--- src/rtl/cfd_regs.svh ---
// constants of the code function decoder: register map, field positions,
// reset values and five-unit character codes.
// assumes an axi4-lite slave with 32-bit data and byte addresses.
// ======================================================================
// Operation
// - a figures-shifted S gives one single-cycle bell pulse, worth one stroke.
// - each figures-shifted S gives exactly one bell pulse and nothing repeats.
// - an S received in letters shift never pulses the bell.
// - the lock trigger is set to single blank, double blank or off, and off locks on nothing.
// - in double mode a first blank only arms, and a blank while armed locks the keyboard.
// - in double mode any other character while armed disarms, so two fresh blanks are needed.
// - the local lock key sets the lock directly and sends nothing to the line.
// - the lock stays set until the local unlock key, whatever characters arrive.
// - the motor-stop contact pulses as a closure or as an opening, by configuration.
// - the motor-stop sequence ends on blank, on H or on M, or motor stop is off.
// - in H mode a blank in figures shift arms the stop stage, and an H right after fires the contact.
// - an H in letters shift never operates the motor-stop contact.
// - figures shift sets the shift state to figures, letters shift to letters, and it persists.
// - with unshift on space enabled a space also returns the shift state to letters.
`ifndef CFD_REGS_SVH
`define CFD_REGS_SVH

// ======================================================================
// register map
`define CFD_ADDR_W 8
`define CFD_CTRL_OFFSET 8'h00
`define CFD_STATUS_OFFSET 8'h04
`define CFD_CTRL_RESET 6'h20
`define CFD_RESP_OKAY 2'b00
`define CFD_RESP_SLVERR 2'b10

// ======================================================================
// control fields
`define CFD_CTRL_LOCK_LSB 0
`define CFD_CTRL_STOP_LSB 2
`define CFD_CTRL_OPEN_BIT 4
`define CFD_CTRL_UNSHIFT_BIT 5

// ======================================================================
// status fields
`define CFD_STAT_FIGS_BIT 0
`define CFD_STAT_LARM_BIT 1
`define CFD_STAT_LOCK_BIT 2
`define CFD_STAT_SARM_BIT 3
`define CFD_STAT_MOTOR_BIT 4

// ======================================================================
// character codes
`define CFD_CODE_BLANK 5'h00
`define CFD_CODE_SPACE 5'h04
`define CFD_CODE_S 5'h05
`define CFD_CODE_H 5'h14
`define CFD_CODE_M 5'h1C
`define CFD_CODE_FIGS 5'h1B
`define CFD_CODE_LTRS 5'h1F

`endif

--- src/rtl/cfd_pkg.sv ---
// types of the code function decoder: modes, carriers and the
// character classifier shared by both design files.
// assumes cfd_regs.svh on the include path.
`include "cfd_regs.svh"

package cfd_pkg;

  // ====================================================================
  // modes
  typedef enum logic [1:0] {
    LOCK_OFF = 2'b00,
    LOCK_SINGLE = 2'b01,
    LOCK_DOUBLE = 2'b10,
    LOCK_NONE = 2'b11
  } cfd_lock_mode_e;

  typedef enum logic [1:0] {
    STOP_OFF = 2'b00,
    STOP_BLANK = 2'b01,
    STOP_H = 2'b10,
    STOP_M = 2'b11
  } cfd_stop_mode_e;

  // ====================================================================
  // carriers
  typedef struct packed {
    logic unshift_on_space;
    logic stop_open;
    cfd_stop_mode_e stop_mode;
    cfd_lock_mode_e lock_mode;
  } cfd_ctrl_s;

  typedef struct packed {
    logic blank;
    logic space;
    logic s;
    logic h;
    logic m;
    logic figs;
    logic ltrs;
  } cfd_char_s;

  // ====================================================================
  // classifier
  function automatic cfd_char_s cfd_classify(input logic [4:0] code);
    cfd_char_s c;
    c.blank = (code == `CFD_CODE_BLANK);
    c.space = (code == `CFD_CODE_SPACE);
    c.s = (code == `CFD_CODE_S);
    c.h = (code == `CFD_CODE_H);
    c.m = (code == `CFD_CODE_M);
    c.figs = (code == `CFD_CODE_FIGS);
    c.ltrs = (code == `CFD_CODE_LTRS);
    return c;
  endfunction

endpackage

--- src/rtl/cfd_code_function_decoder.sv ---
// code function decoder: bell, keyboard lock and motor-stop contact
// driven by the received five-unit character stream.
// assumes an axi4-lite master on aclk and a character source giving
// one-cycle strobes; keys are synchronous one-cycle or level inputs.
`timescale 1ns/100ps
`include "cfd_regs.svh"

module cfd_code_function_decoder (
  // clock and reset
  input wire logic aclk,
  input wire logic aresetn,
  // axi4-lite write address
  input wire logic [7:0] s_axi_awaddr,
  input wire logic [2:0] s_axi_awprot,
  input wire logic s_axi_awvalid,
  output logic s_axi_awready,
  // axi4-lite write data
  input wire logic [31:0] s_axi_wdata,
  input wire logic [3:0] s_axi_wstrb,
  input wire logic s_axi_wvalid,
  output logic s_axi_wready,
  // axi4-lite write response
  output logic [1:0] s_axi_bresp,
  output logic s_axi_bvalid,
  input wire logic s_axi_bready,
  // axi4-lite read address
  input wire logic [7:0] s_axi_araddr,
  input wire logic [2:0] s_axi_arprot,
  input wire logic s_axi_arvalid,
  output logic s_axi_arready,
  // axi4-lite read data
  output logic [31:0] s_axi_rdata,
  output logic [1:0] s_axi_rresp,
  output logic s_axi_rvalid,
  input wire logic s_axi_rready,
  // character stream
  input wire logic char_strobe,
  input wire logic [4:0] char_code,
  // keyboard keys
  input wire logic local_lock_key,
  input wire logic local_unlock_key,
  // function outputs
  output logic bell_pulse,
  output logic kbd_locked,
  output logic motor_contact
);

  // ======================================================================
  // helpers
  function automatic logic addr_mapped(input logic [7:0] a);
    return (a == `CFD_CTRL_OFFSET) || (a == `CFD_STATUS_OFFSET);
  endfunction

  function automatic cfd_pkg::cfd_ctrl_s ctrl_unpack(input logic [7:0] d);
    cfd_pkg::cfd_ctrl_s c;
    c.lock_mode = cfd_pkg::cfd_lock_mode_e'(d[`CFD_CTRL_LOCK_LSB +: 2]);
    c.stop_mode = cfd_pkg::cfd_stop_mode_e'(d[`CFD_CTRL_STOP_LSB +: 2]);
    c.stop_open = d[`CFD_CTRL_OPEN_BIT];
    c.unshift_on_space = d[`CFD_CTRL_UNSHIFT_BIT];
    return c;
  endfunction

  // ======================================================================
  // declarations
  logic aw_held_q;
  logic w_held_q;
  logic [7:0] aw_addr_q;
  logic [31:0] w_data_q;
  logic [3:0] w_strb_q;
  logic bvalid_q;
  logic [1:0] bresp_q;
  logic rvalid_q;
  logic [31:0] rdata_q;
  logic [1:0] rresp_q;
  logic wr_fire;
  logic [31:0] rd_mux;
  cfd_pkg::cfd_ctrl_s ctrl_q;
  cfd_pkg::cfd_char_s cls;
  logic shift_figs;
  logic lock_armed_q;
  logic kbd_locked_q;
  logic lock_hit;
  logic stop_armed_q;
  logic stop_chain;
  logic stop_end;
  logic stop_fire;
  logic bell_q;
  logic motor_contact_q;

  // ======================================================================
  // write channels
  // address and data are held apart so either may come first
  assign s_axi_awready = !aw_held_q && !bvalid_q;
  assign s_axi_wready = !w_held_q && !bvalid_q;
  assign wr_fire = aw_held_q && w_held_q && !bvalid_q;
  assign s_axi_bvalid = bvalid_q;
  assign s_axi_bresp = bresp_q;

  always_ff @(posedge aclk) begin
    if (!aresetn) begin
      aw_held_q <= 1'b0;
      aw_addr_q <= 8'h00;
    end else if (s_axi_awvalid && s_axi_awready) begin
      aw_held_q <= 1'b1;
      aw_addr_q <= s_axi_awaddr;
    end else if (wr_fire) begin
      aw_held_q <= 1'b0;
    end
  end

  always_ff @(posedge aclk) begin
    if (!aresetn) begin
      w_held_q <= 1'b0;
      w_data_q <= 32'h0000_0000;
      w_strb_q <= 4'h0;
    end else if (s_axi_wvalid && s_axi_wready) begin
      w_held_q <= 1'b1;
      w_data_q <= s_axi_wdata;
      w_strb_q <= s_axi_wstrb;
    end else if (wr_fire) begin
      w_held_q <= 1'b0;
    end
  end

  always_ff @(posedge aclk) begin
    if (!aresetn) begin
      bvalid_q <= 1'b0;
      bresp_q <= `CFD_RESP_OKAY;
    end else if (wr_fire) begin
      bvalid_q <= 1'b1;
      bresp_q <= addr_mapped(aw_addr_q) ? `CFD_RESP_OKAY : `CFD_RESP_SLVERR;
    end else if (s_axi_bready) begin
      bvalid_q <= 1'b0;
    end
  end

  // status is read-only; a write there is accepted and dropped
  always_ff @(posedge aclk) begin
    if (!aresetn) begin
      ctrl_q <= ctrl_unpack({2'b00, `CFD_CTRL_RESET});
    end else if (wr_fire && aw_addr_q == `CFD_CTRL_OFFSET && w_strb_q[0]) begin
      ctrl_q <= ctrl_unpack(w_data_q[7:0]);
    end
  end

  // ======================================================================
  // read channels
  assign s_axi_arready = !rvalid_q;
  assign s_axi_rvalid = rvalid_q;
  assign s_axi_rdata = rdata_q;
  assign s_axi_rresp = rresp_q;

  always_comb begin
    rd_mux = 32'h0000_0000;
    if (s_axi_araddr == `CFD_CTRL_OFFSET) begin
      rd_mux[5:0] = ctrl_q;
    end else if (s_axi_araddr == `CFD_STATUS_OFFSET) begin
      rd_mux[`CFD_STAT_FIGS_BIT] = shift_figs;
      rd_mux[`CFD_STAT_LARM_BIT] = lock_armed_q;
      rd_mux[`CFD_STAT_LOCK_BIT] = kbd_locked_q;
      rd_mux[`CFD_STAT_SARM_BIT] = stop_armed_q;
      rd_mux[`CFD_STAT_MOTOR_BIT] = motor_contact_q;
    end
  end

  always_ff @(posedge aclk) begin
    if (!aresetn) begin
      rvalid_q <= 1'b0;
      rdata_q <= 32'h0000_0000;
      rresp_q <= `CFD_RESP_OKAY;
    end else if (s_axi_arvalid && s_axi_arready) begin
      rvalid_q <= 1'b1;
      rdata_q <= rd_mux;
      rresp_q <= addr_mapped(s_axi_araddr) ? `CFD_RESP_OKAY : `CFD_RESP_SLVERR;
    end else if (s_axi_rready) begin
      rvalid_q <= 1'b0;
    end
  end

  // ======================================================================
  // character classification and shift state
  assign cls = cfd_pkg::cfd_classify(char_code);

  cfd_shift_tracker u_shift (
    .aclk(aclk),
    .aresetn(aresetn),
    .char_strobe(char_strobe),
    .char_code(char_code),
    .unshift_on_space(ctrl_q.unshift_on_space),
    .shift_figs(shift_figs)
  );

  // ======================================================================
  // signal bell
  // one cycle per figures S; the bell driver turns it into one stroke
  always_ff @(posedge aclk) begin
    if (!aresetn) begin
      bell_q <= 1'b0;
    end else begin
      bell_q <= char_strobe && cls.s && shift_figs;
    end
  end
  assign bell_pulse = bell_q;

  // ======================================================================
  // keyboard lock
  assign lock_hit = char_strobe && cls.blank &&
    ((ctrl_q.lock_mode == cfd_pkg::LOCK_SINGLE) ||
     (ctrl_q.lock_mode == cfd_pkg::LOCK_DOUBLE && lock_armed_q));

  always_ff @(posedge aclk) begin
    if (!aresetn) begin
      lock_armed_q <= 1'b0;
    end else if (char_strobe) begin
      // a lock consumes the arming, non-blank disarms
      lock_armed_q <= (ctrl_q.lock_mode == cfd_pkg::LOCK_DOUBLE) && cls.blank && !lock_armed_q;
    end
  end

  // set wins over the unlock key pressed in the same cycle
  always_ff @(posedge aclk) begin
    if (!aresetn) begin
      kbd_locked_q <= 1'b0;
    end else if (lock_hit || local_lock_key) begin
      kbd_locked_q <= 1'b1;
    end else if (local_unlock_key) begin
      kbd_locked_q <= 1'b0;
    end
  end
  assign kbd_locked = kbd_locked_q;

  // ======================================================================
  // motor stop
  assign stop_chain = (ctrl_q.stop_mode == cfd_pkg::STOP_H) || (ctrl_q.stop_mode == cfd_pkg::STOP_M);
  assign stop_end = (ctrl_q.stop_mode == cfd_pkg::STOP_H) ? cls.h : cls.m;
  // letters-shifted characters can neither arm nor fire
  assign stop_fire = char_strobe && shift_figs &&
    ((ctrl_q.stop_mode == cfd_pkg::STOP_BLANK && cls.blank) ||
     (stop_chain && stop_armed_q && stop_end));

  always_ff @(posedge aclk) begin
    if (!aresetn) begin
      stop_armed_q <= 1'b0;
    end else if (char_strobe) begin
      stop_armed_q <= stop_chain && shift_figs && cls.blank;
    end
  end

  // idle level follows polarity, so an opening contact rests closed
  always_ff @(posedge aclk) begin
    if (!aresetn) begin
      motor_contact_q <= 1'b0;
    end else begin
      motor_contact_q <= stop_fire ^ ctrl_q.stop_open;
    end
  end
  assign motor_contact = motor_contact_q;
endmodule // cfd_code_function_decoder

--- src/rtl/cfd_shift_tracker.sv ---
// letters/figures shift state of the received character stream.
// assumes one strobe per character, synchronous to aclk.
`timescale 1ns/100ps

module cfd_shift_tracker (
  // clock and reset
  input wire logic aclk,
  input wire logic aresetn,
  // character stream
  input wire logic char_strobe,
  input wire logic [4:0] char_code,
  // option
  input wire logic unshift_on_space,
  // shift state before the current character applies
  output logic shift_figs
);

  cfd_pkg::cfd_char_s cls;
  logic shift_figs_q;

  assign cls = cfd_pkg::cfd_classify(char_code);
  assign shift_figs = shift_figs_q;

  // ======================================================================
  // shift state
  always_ff @(posedge aclk) begin
    if (!aresetn) begin
      shift_figs_q <= 1'b0;
    end else if (char_strobe) begin
      if (cls.figs) begin
        shift_figs_q <= 1'b1;
      end else if (cls.ltrs) begin
        shift_figs_q <= 1'b0;
      end else if (cls.space && unshift_on_space) begin
        shift_figs_q <= 1'b0;
      end
    end
  end
endmodule // cfd_shift_tracker

--- config.mk ---
export PLATFORM = sky130hd
export DESIGN_NAME = cfd_code_function_decoder
export DESIGN_NICKNAME = d
export VERILOG_FILES = /design/src/rtl/cfd_pkg.sv /design/src/rtl/cfd_code_function_decoder.sv /design/src/rtl/cfd_shift_tracker.sv
export VERILOG_INCLUDE_DIRS = /design/src /design/src/rtl
export SDC_FILE = /design/constraint.sdc
export NUM_CORES = 1
export LEC_CHECK = 0
export BUFFER_PORTS_ARGS = -buffer_cell sky130_fd_sc_hd__buf_2
export CAP_MARGIN = 20
export CORE_AREA = 2 2 71 73
export DETAILED_ROUTE_END_ITERATION = 8
export DIE_AREA = 0 0 73 75
export PLACE_DENSITY = 0.77
export SYNTH_ARGS = -nofsm -noshare
export SYNTH_HDL_FRONTEND = slang
export SYNTH_HIERARCHICAL = 1
export SYNTH_SLANG_ARGS = --single-unit
--- constraint.sdc ---
create_clock -name aclk -period 1.75 [get_ports aclk]
set_input_delay 0.175 -clock aclk [delete_from_list [all_inputs] [get_ports aclk]]
set_output_delay 0.175 -clock aclk [all_outputs]
set_load 0.01 [all_outputs]
Yosys cells after proc, flatten, opt, wreduce, memory -nomap -nowiden
Cells that the tools add are included.

Equal/unequal tests: 13. Reductions and logical operators: 45. Bitwise logic cells: 1. Multiplexer cells: 18.

Operators with widths (count): $logic_and 1x1->1 (24); $eq 5x5->1 const B (4); $eq 8x3->1 const B (2); $logic_not 8->1 (2); $mux 1 (14); $eq 5x3->1 const B (2); $mux 5 (2); $reduce_bool 2->1 (5); $eq 2x2->1 const B (3); $logic_or 1x1->1 (6); $logic_not 1->1 (5); $logic_not 5->1 (1); $eq 2x1->1 const B (2); $mux 2 (2); $reduce_bool 3->1 (1); $reduce_and 2->1 (1); $xor 1x1->1 (1).

Output and inout port bits: 44. Logic and storage cells: 97. Bits of input ports: 73. Register bits after elaboration: 41.

Longest topological paths before layout
Depth in word-level cells: 7. Gate-level depth with buffers: 5. Depth with buffers taken out: 4.

Hierarchy
The synthesis kept the hierarchy.

By module, submodules not included: cfd_code_function_decoder (cells an instance 204, times used 1, sequential area each 760.7 sq um, area each 1860.5 sq um); cfd_shift_tracker (cells an instance 7, times used 1, sequential area each 20.0 sq um, area each 70.1 sq um).

Least setup slack after synthesis
OpenSTA, ideal clock, no wires.

Kind: flip-flop to flip-flop. From: register ctrl_q[2] (netlist bit). To: register motor_contact_q, in the netlist motor_contact. Required time: 1.616 ns. Path buffers: 0. Slack: 0.279 ns. Arrival time: 1.337 ns. Stages on the path, launching flop included: 5. Clock period less this slack: 1.471 ns. Setup time: 0.134 ns. Cells stage by stage: dfxtp_1 -> nor4_2 -> a21oi_1 -> and3_1 -> or4_1.

Cells in the longest elaborated chain, start to end: 7. Elaborated cells on any way between the ends: 11. Classes of those cells: eq/ne: 3; mux: 1; bitwise: 1; reduce/logical: 6.

Ends and longest elaborated chain: start: declaration (line cfd_code_function_decoder.sv:77) `cfd_pkg::cfd_ctrl_s ctrl_q;`; start signal: assignment (line cfd_code_function_decoder.sv:140) `` ctrl_q <= ctrl_unpack({2'b00, `CFD_CTRL_RESET}); ``; start signal: assignment (line cfd_code_function_decoder.sv:142) `ctrl_q <= ctrl_unpack(w_data_q[7:0]);`; $eq 2x2->1 (on tied branches) (line cfd_code_function_decoder.sv:234, cfd_code_function_decoder.sv:235); $logic_or 1x1->1 (line cfd_code_function_decoder.sv:234) `assign stop_chain = (ctrl_q.stop_mode == cfd_pkg::STOP_H) || (ctrl_q.stop_mode == cfd_pkg::STOP_M);`; $logic_and 1x1->1 (2 in series) (line cfd_code_function_decoder.sv:239) `(stop_chain && stop_armed_q && stop_end));`; $logic_or 1x1->1 * (line cfd_code_function_decoder.sv:238) `((ctrl_q.stop_mode == cfd_pkg::STOP_BLANK && cls.blank) ||`; $logic_and 1x1->1 * (line cfd_code_function_decoder.sv:237) `assign stop_fire = char_strobe && shift_figs &&`; $xor 1x1->1 * (line cfd_code_function_decoder.sv:254) `motor_contact_q <= stop_fire ^ ctrl_q.stop_open;`; end signal: assignment (line cfd_code_function_decoder.sv:254); end: declaration (line cfd_code_function_decoder.sv:88) `logic motor_contact_q;`.

Every way passes the cells marked *; elsewhere a longest branch is shown, timed or not. A chain may end at the register's enable or synchronous reset.

Worst setup path in the final report
From: register ctrl_q[3] (netlist bit). To: register motor_contact_q, in the netlist motor_contact.

The elaborated chain is that of the path after synthesis.

==> impl_metrics.env <==
export IMPL_status="complete, no violations"
export IMPL_clk_pin_slew_ps=80
export IMPL_fin_nets=339
export IMPL_grt_pass1_vias=1416
export IMPL_slowest_delay_ps=500
export IMPL_synth_most_common_cell="dfxtp_1"
export IMPL_yosysTopAreaCell="dfxtp_1"
export IMPL_grt_overflow=0
export IMPL_netlist_instances=211
export IMPL_p_int_mw=1.59
export IMPL_power_frac_comb_pct=11.2
export IMPL_yosysSeqAreaShare_pct=40.4
export IMPL_ys_ff_latch=39
export IMPL_cts_hold_buf=0
export IMPL_crit_arrival_ps=1700
export IMPL_grt_pass1_wl_mm=6.14
export IMPL_avgViaCountPerCell=4.88
export IMPL_layout_min_cycle_time_ps=1530
export IMPL_cts_resized=0
export IMPL_regToRegSetupSlack_ps=220
export IMPL_antenna_cells=0
export IMPL_seqPwrFrac_pct=45.8
export IMPL_die_h_um=75
export IMPL_die_area_mm2=0.00548
export IMPL_ir_worst_vdd_mv=0.489
export IMPL_drt_wl_total_mm=3.87
export IMPL_antenna_found_initial=0
export IMPL_wl_met2_mm=1.95
export IMPL_drive_gt1_share_pct=27.3
export IMPL_postRouteAntennaNets=0
export IMPL_vias=1565
export IMPL_start_util_pct=41.4
export IMPL_cts_tree="yes"
export IMPL_synthArstFlopShare_pct=0
export IMPL_drtPass1Iterations=4
export IMPL_rows=25
export IMPL_routedWlPerCell_um=12.1
export IMPL_hold_violations=0
export IMPL_timing_worst_setup_path_type="reg -> reg"
export IMPL_gp_congestion=0.737
export IMPL_die_x_um=73
export IMPL_grt_setup_unrepaired="false"
export IMPL_holdPathStages=2
export IMPL_reg2reg_from="ctrl_q[3]"
export IMPL_cts_max_level=2
export IMPL_fin_setup_tns_ps=0
export IMPL_cts_post_setup_buffers_inserted=0
export IMPL_io_pins=117
export IMPL_endpoint_kind="flop"
export IMPL_finalWorstSetupSlack_ps=218
export IMPL_synth_edf_count=0
export IMPL_drv_slew=0
export IMPL_grt_max_degree=37
export IMPL_yosysTopAreaCellShare_pct=40.4
export IMPL_cts_sinks=39
export IMPL_io_buffers=53
export IMPL_synth_ff_type="dfxtp_1"
export IMPL_cp_max_fo=5
export IMPL_area_growth_pct=18.6
export IMPL_core_area_mm2=0.00466
export IMPL_p_leak_nw=1.07
export IMPL_cp_top_family="simple AND/OR/NAND/NOR gates"
export IMPL_yosysWarnings=6
export IMPL_grtUsageTotal_pct=14.4
export IMPL_clkPwrFrac_pct=42.9
export IMPL_synth_area_top_cells="dfxtp_1 (40%), buf_4 (11%), nor2b_1 (7.8%)"
export IMPL_dpl_hpwl_mm=2.81
export IMPL_path_buf_inv=0
export IMPL_syn_avg_cell_area_um2=9.15
export IMPL_drcViolationCount=0
export IMPL_maxCapViolations=0
export IMPL_min_from="s_axi_arvalid"
export IMPL_power_density_mw_per_mm2=902
export IMPL_required_ps=1920
export IMPL_initialDrtViolationCount=76
export IMPL_rr_endpoint="motor_contact"
export IMPL_hold_path_class="in -> reg"
export IMPL_setup_viol=0
export IMPL_fill_cells=455
export IMPL_synth_cell_types=38
export IMPL_fmax_ghz=0.653
export IMPL_clock_path_buffers=2
export IMPL_start_kind="flop"
export IMPL_hold_end="s_axi_rvalid"
export IMPL_cts_buffers=5
export IMPL_skew_ps=4.96
export IMPL_met1_length_mm=1.72
export IMPL_clkLatencyLatePin_ps=290
export IMPL_synth_cells_most_frequent="dfxtp_1 (39), buf_4 (28), nor2b_1 (24)"
export IMPL_crit_chain="and4_1 > nand4_1 > and3_1 > or4_1"
export IMPL_syn_area_mm2=0.00193
export IMPL_reg2reg_depth=4
export IMPL_p_sw_mw=0.474
export IMPL_slowest_stage="or4_1"
export IMPL_final_period_utilization_pct=87.6
export IMPL_post_place_ws_ps=226
export IMPL_netSwitchingFraction_pct=23.0
export IMPL_clockRootBuffer="clkbuf_8"
export IMPL_highest_layer="met4"
export IMPL_wl_met3_um=165
## metal layers
| layer | GRT usage [%] | vias to the layer above |
|---|---|---|
| li1 | - | 782 |
| met1 | 17.1 | 729 |
| met2 | 25.1 | 52 |
| met3 | 3.35 | 2 |
| met4 | 6.17 | 0 |
| met5 | 0 | - |
## cell usage in the layout, fill, tap and decap left out, drive strengths merged, types with 2 or more instances in the layout
cell type | netlist | routed
conb | 1 | 28
inv | 6 | 6
mux2i | 14 | 14
a32oi | 2 | 2
nor3 | 3 | 3
nand2b | 3 | 3
a22oi | 5 | 5
or4 | 2 | 2
nor2 | 5 | 5
and2 | 3 | 3
mux2 | 5 | 5
nor2b | 24 | 24
clkbuf | 7 | 5
a21boi | 12 | 12
and3 | 3 | 3
nand4b | 2 | 2
o21ai | 2 | 2
dfxtp | 39 | 39
a21oi | 5 | 5
buf | 29 | 57
nand4 | 3 | 3
nand2 | 22 | 22
nor4 | 3 | 3
bufinv | 0 | 2
## logic make-up (layout without fill, tap and decap cells)
group / after synthesis / in the layout / share of synthesized area (%)
AO/OA/AOI/OAI: 30 / 30 / 11.3
buffers and inverters: 42 / 71 / 13.7
flip-flops: 39 / 39 / 40.4
multiplexers: 19 / 19 / 10.2
other: 1 / 28 / 0.194
AND/OR/NAND/NOR: 80 / 80 / 24.2
## registers in the layout, summed over array words and instances (netlist names), 6 cells and up
| name | count |
|---|---|
| aw_addr_q | 8 |
| ctrl_q | 6 |
| s_axi_rdata | 6 |
| w_data_q | 6 |
## power groups by stage
stage	registers, mW	logic, mW	clock network, mW
floorplan	0.965	0.191	0
global placement	0.966	0.225	0
detailed placement	0.967	0.231	0
CTS	0.946	0.233	0.911
global route	0.951	0.261	0.934
finish	0.947	0.232	0.887
## per-stage QoR
| step | power [mW] | utilization, % | cell area, µm² | std cells | hold slack, ps |
|---|---|---|---|---|---|
| finish | 2.07 | 49.1 | 2290 | 321 | 128 |
| global route | 2.15 | 49.1 | 2290 | 321 | 121 |
| floorplan | 1.16 | - | 2030 | 238 | 297 |
| detailed placement | 1.20 | 46.2 | 2150 | 313 | 425 |
| CTS | 2.09 | 49.1 | 2290 | 321 | 120 |
| global placement | 1.19 | 46.2 | 2150 | 313 | 415 |
## worst max path at each step
stage                     cells after the start      start       endpoint  slack (ps)
after CTS                                     4  ctrl_q[3]  motor_contact         210
after detailed placement                      4  ctrl_q[3]  motor_contact         230
after global placement                        4  ctrl_q[3]  motor_contact         240
after global routing                          4  ctrl_q[3]  motor_contact          90
after floorplan                               4  ctrl_q[2]  motor_contact         280
final                                         4  ctrl_q[3]  motor_contact         220
## cell type report
type | instances | area [µm²] | share of cell area [%]
inverters | 6 | 22.5 | 0.984
repair buffers | 57 | 295 | 12.9
flip-flops and latches | 39 | 781 | 34.1
clock inverters | 3 | 67.6 | 2.95
multi-input cells | 157 | 987 | 43.1
well taps | 54 | 67.6 | 2.95
clock buffers | 5 | 68.8 | 3.01
(Power assumes the default switching activity.)
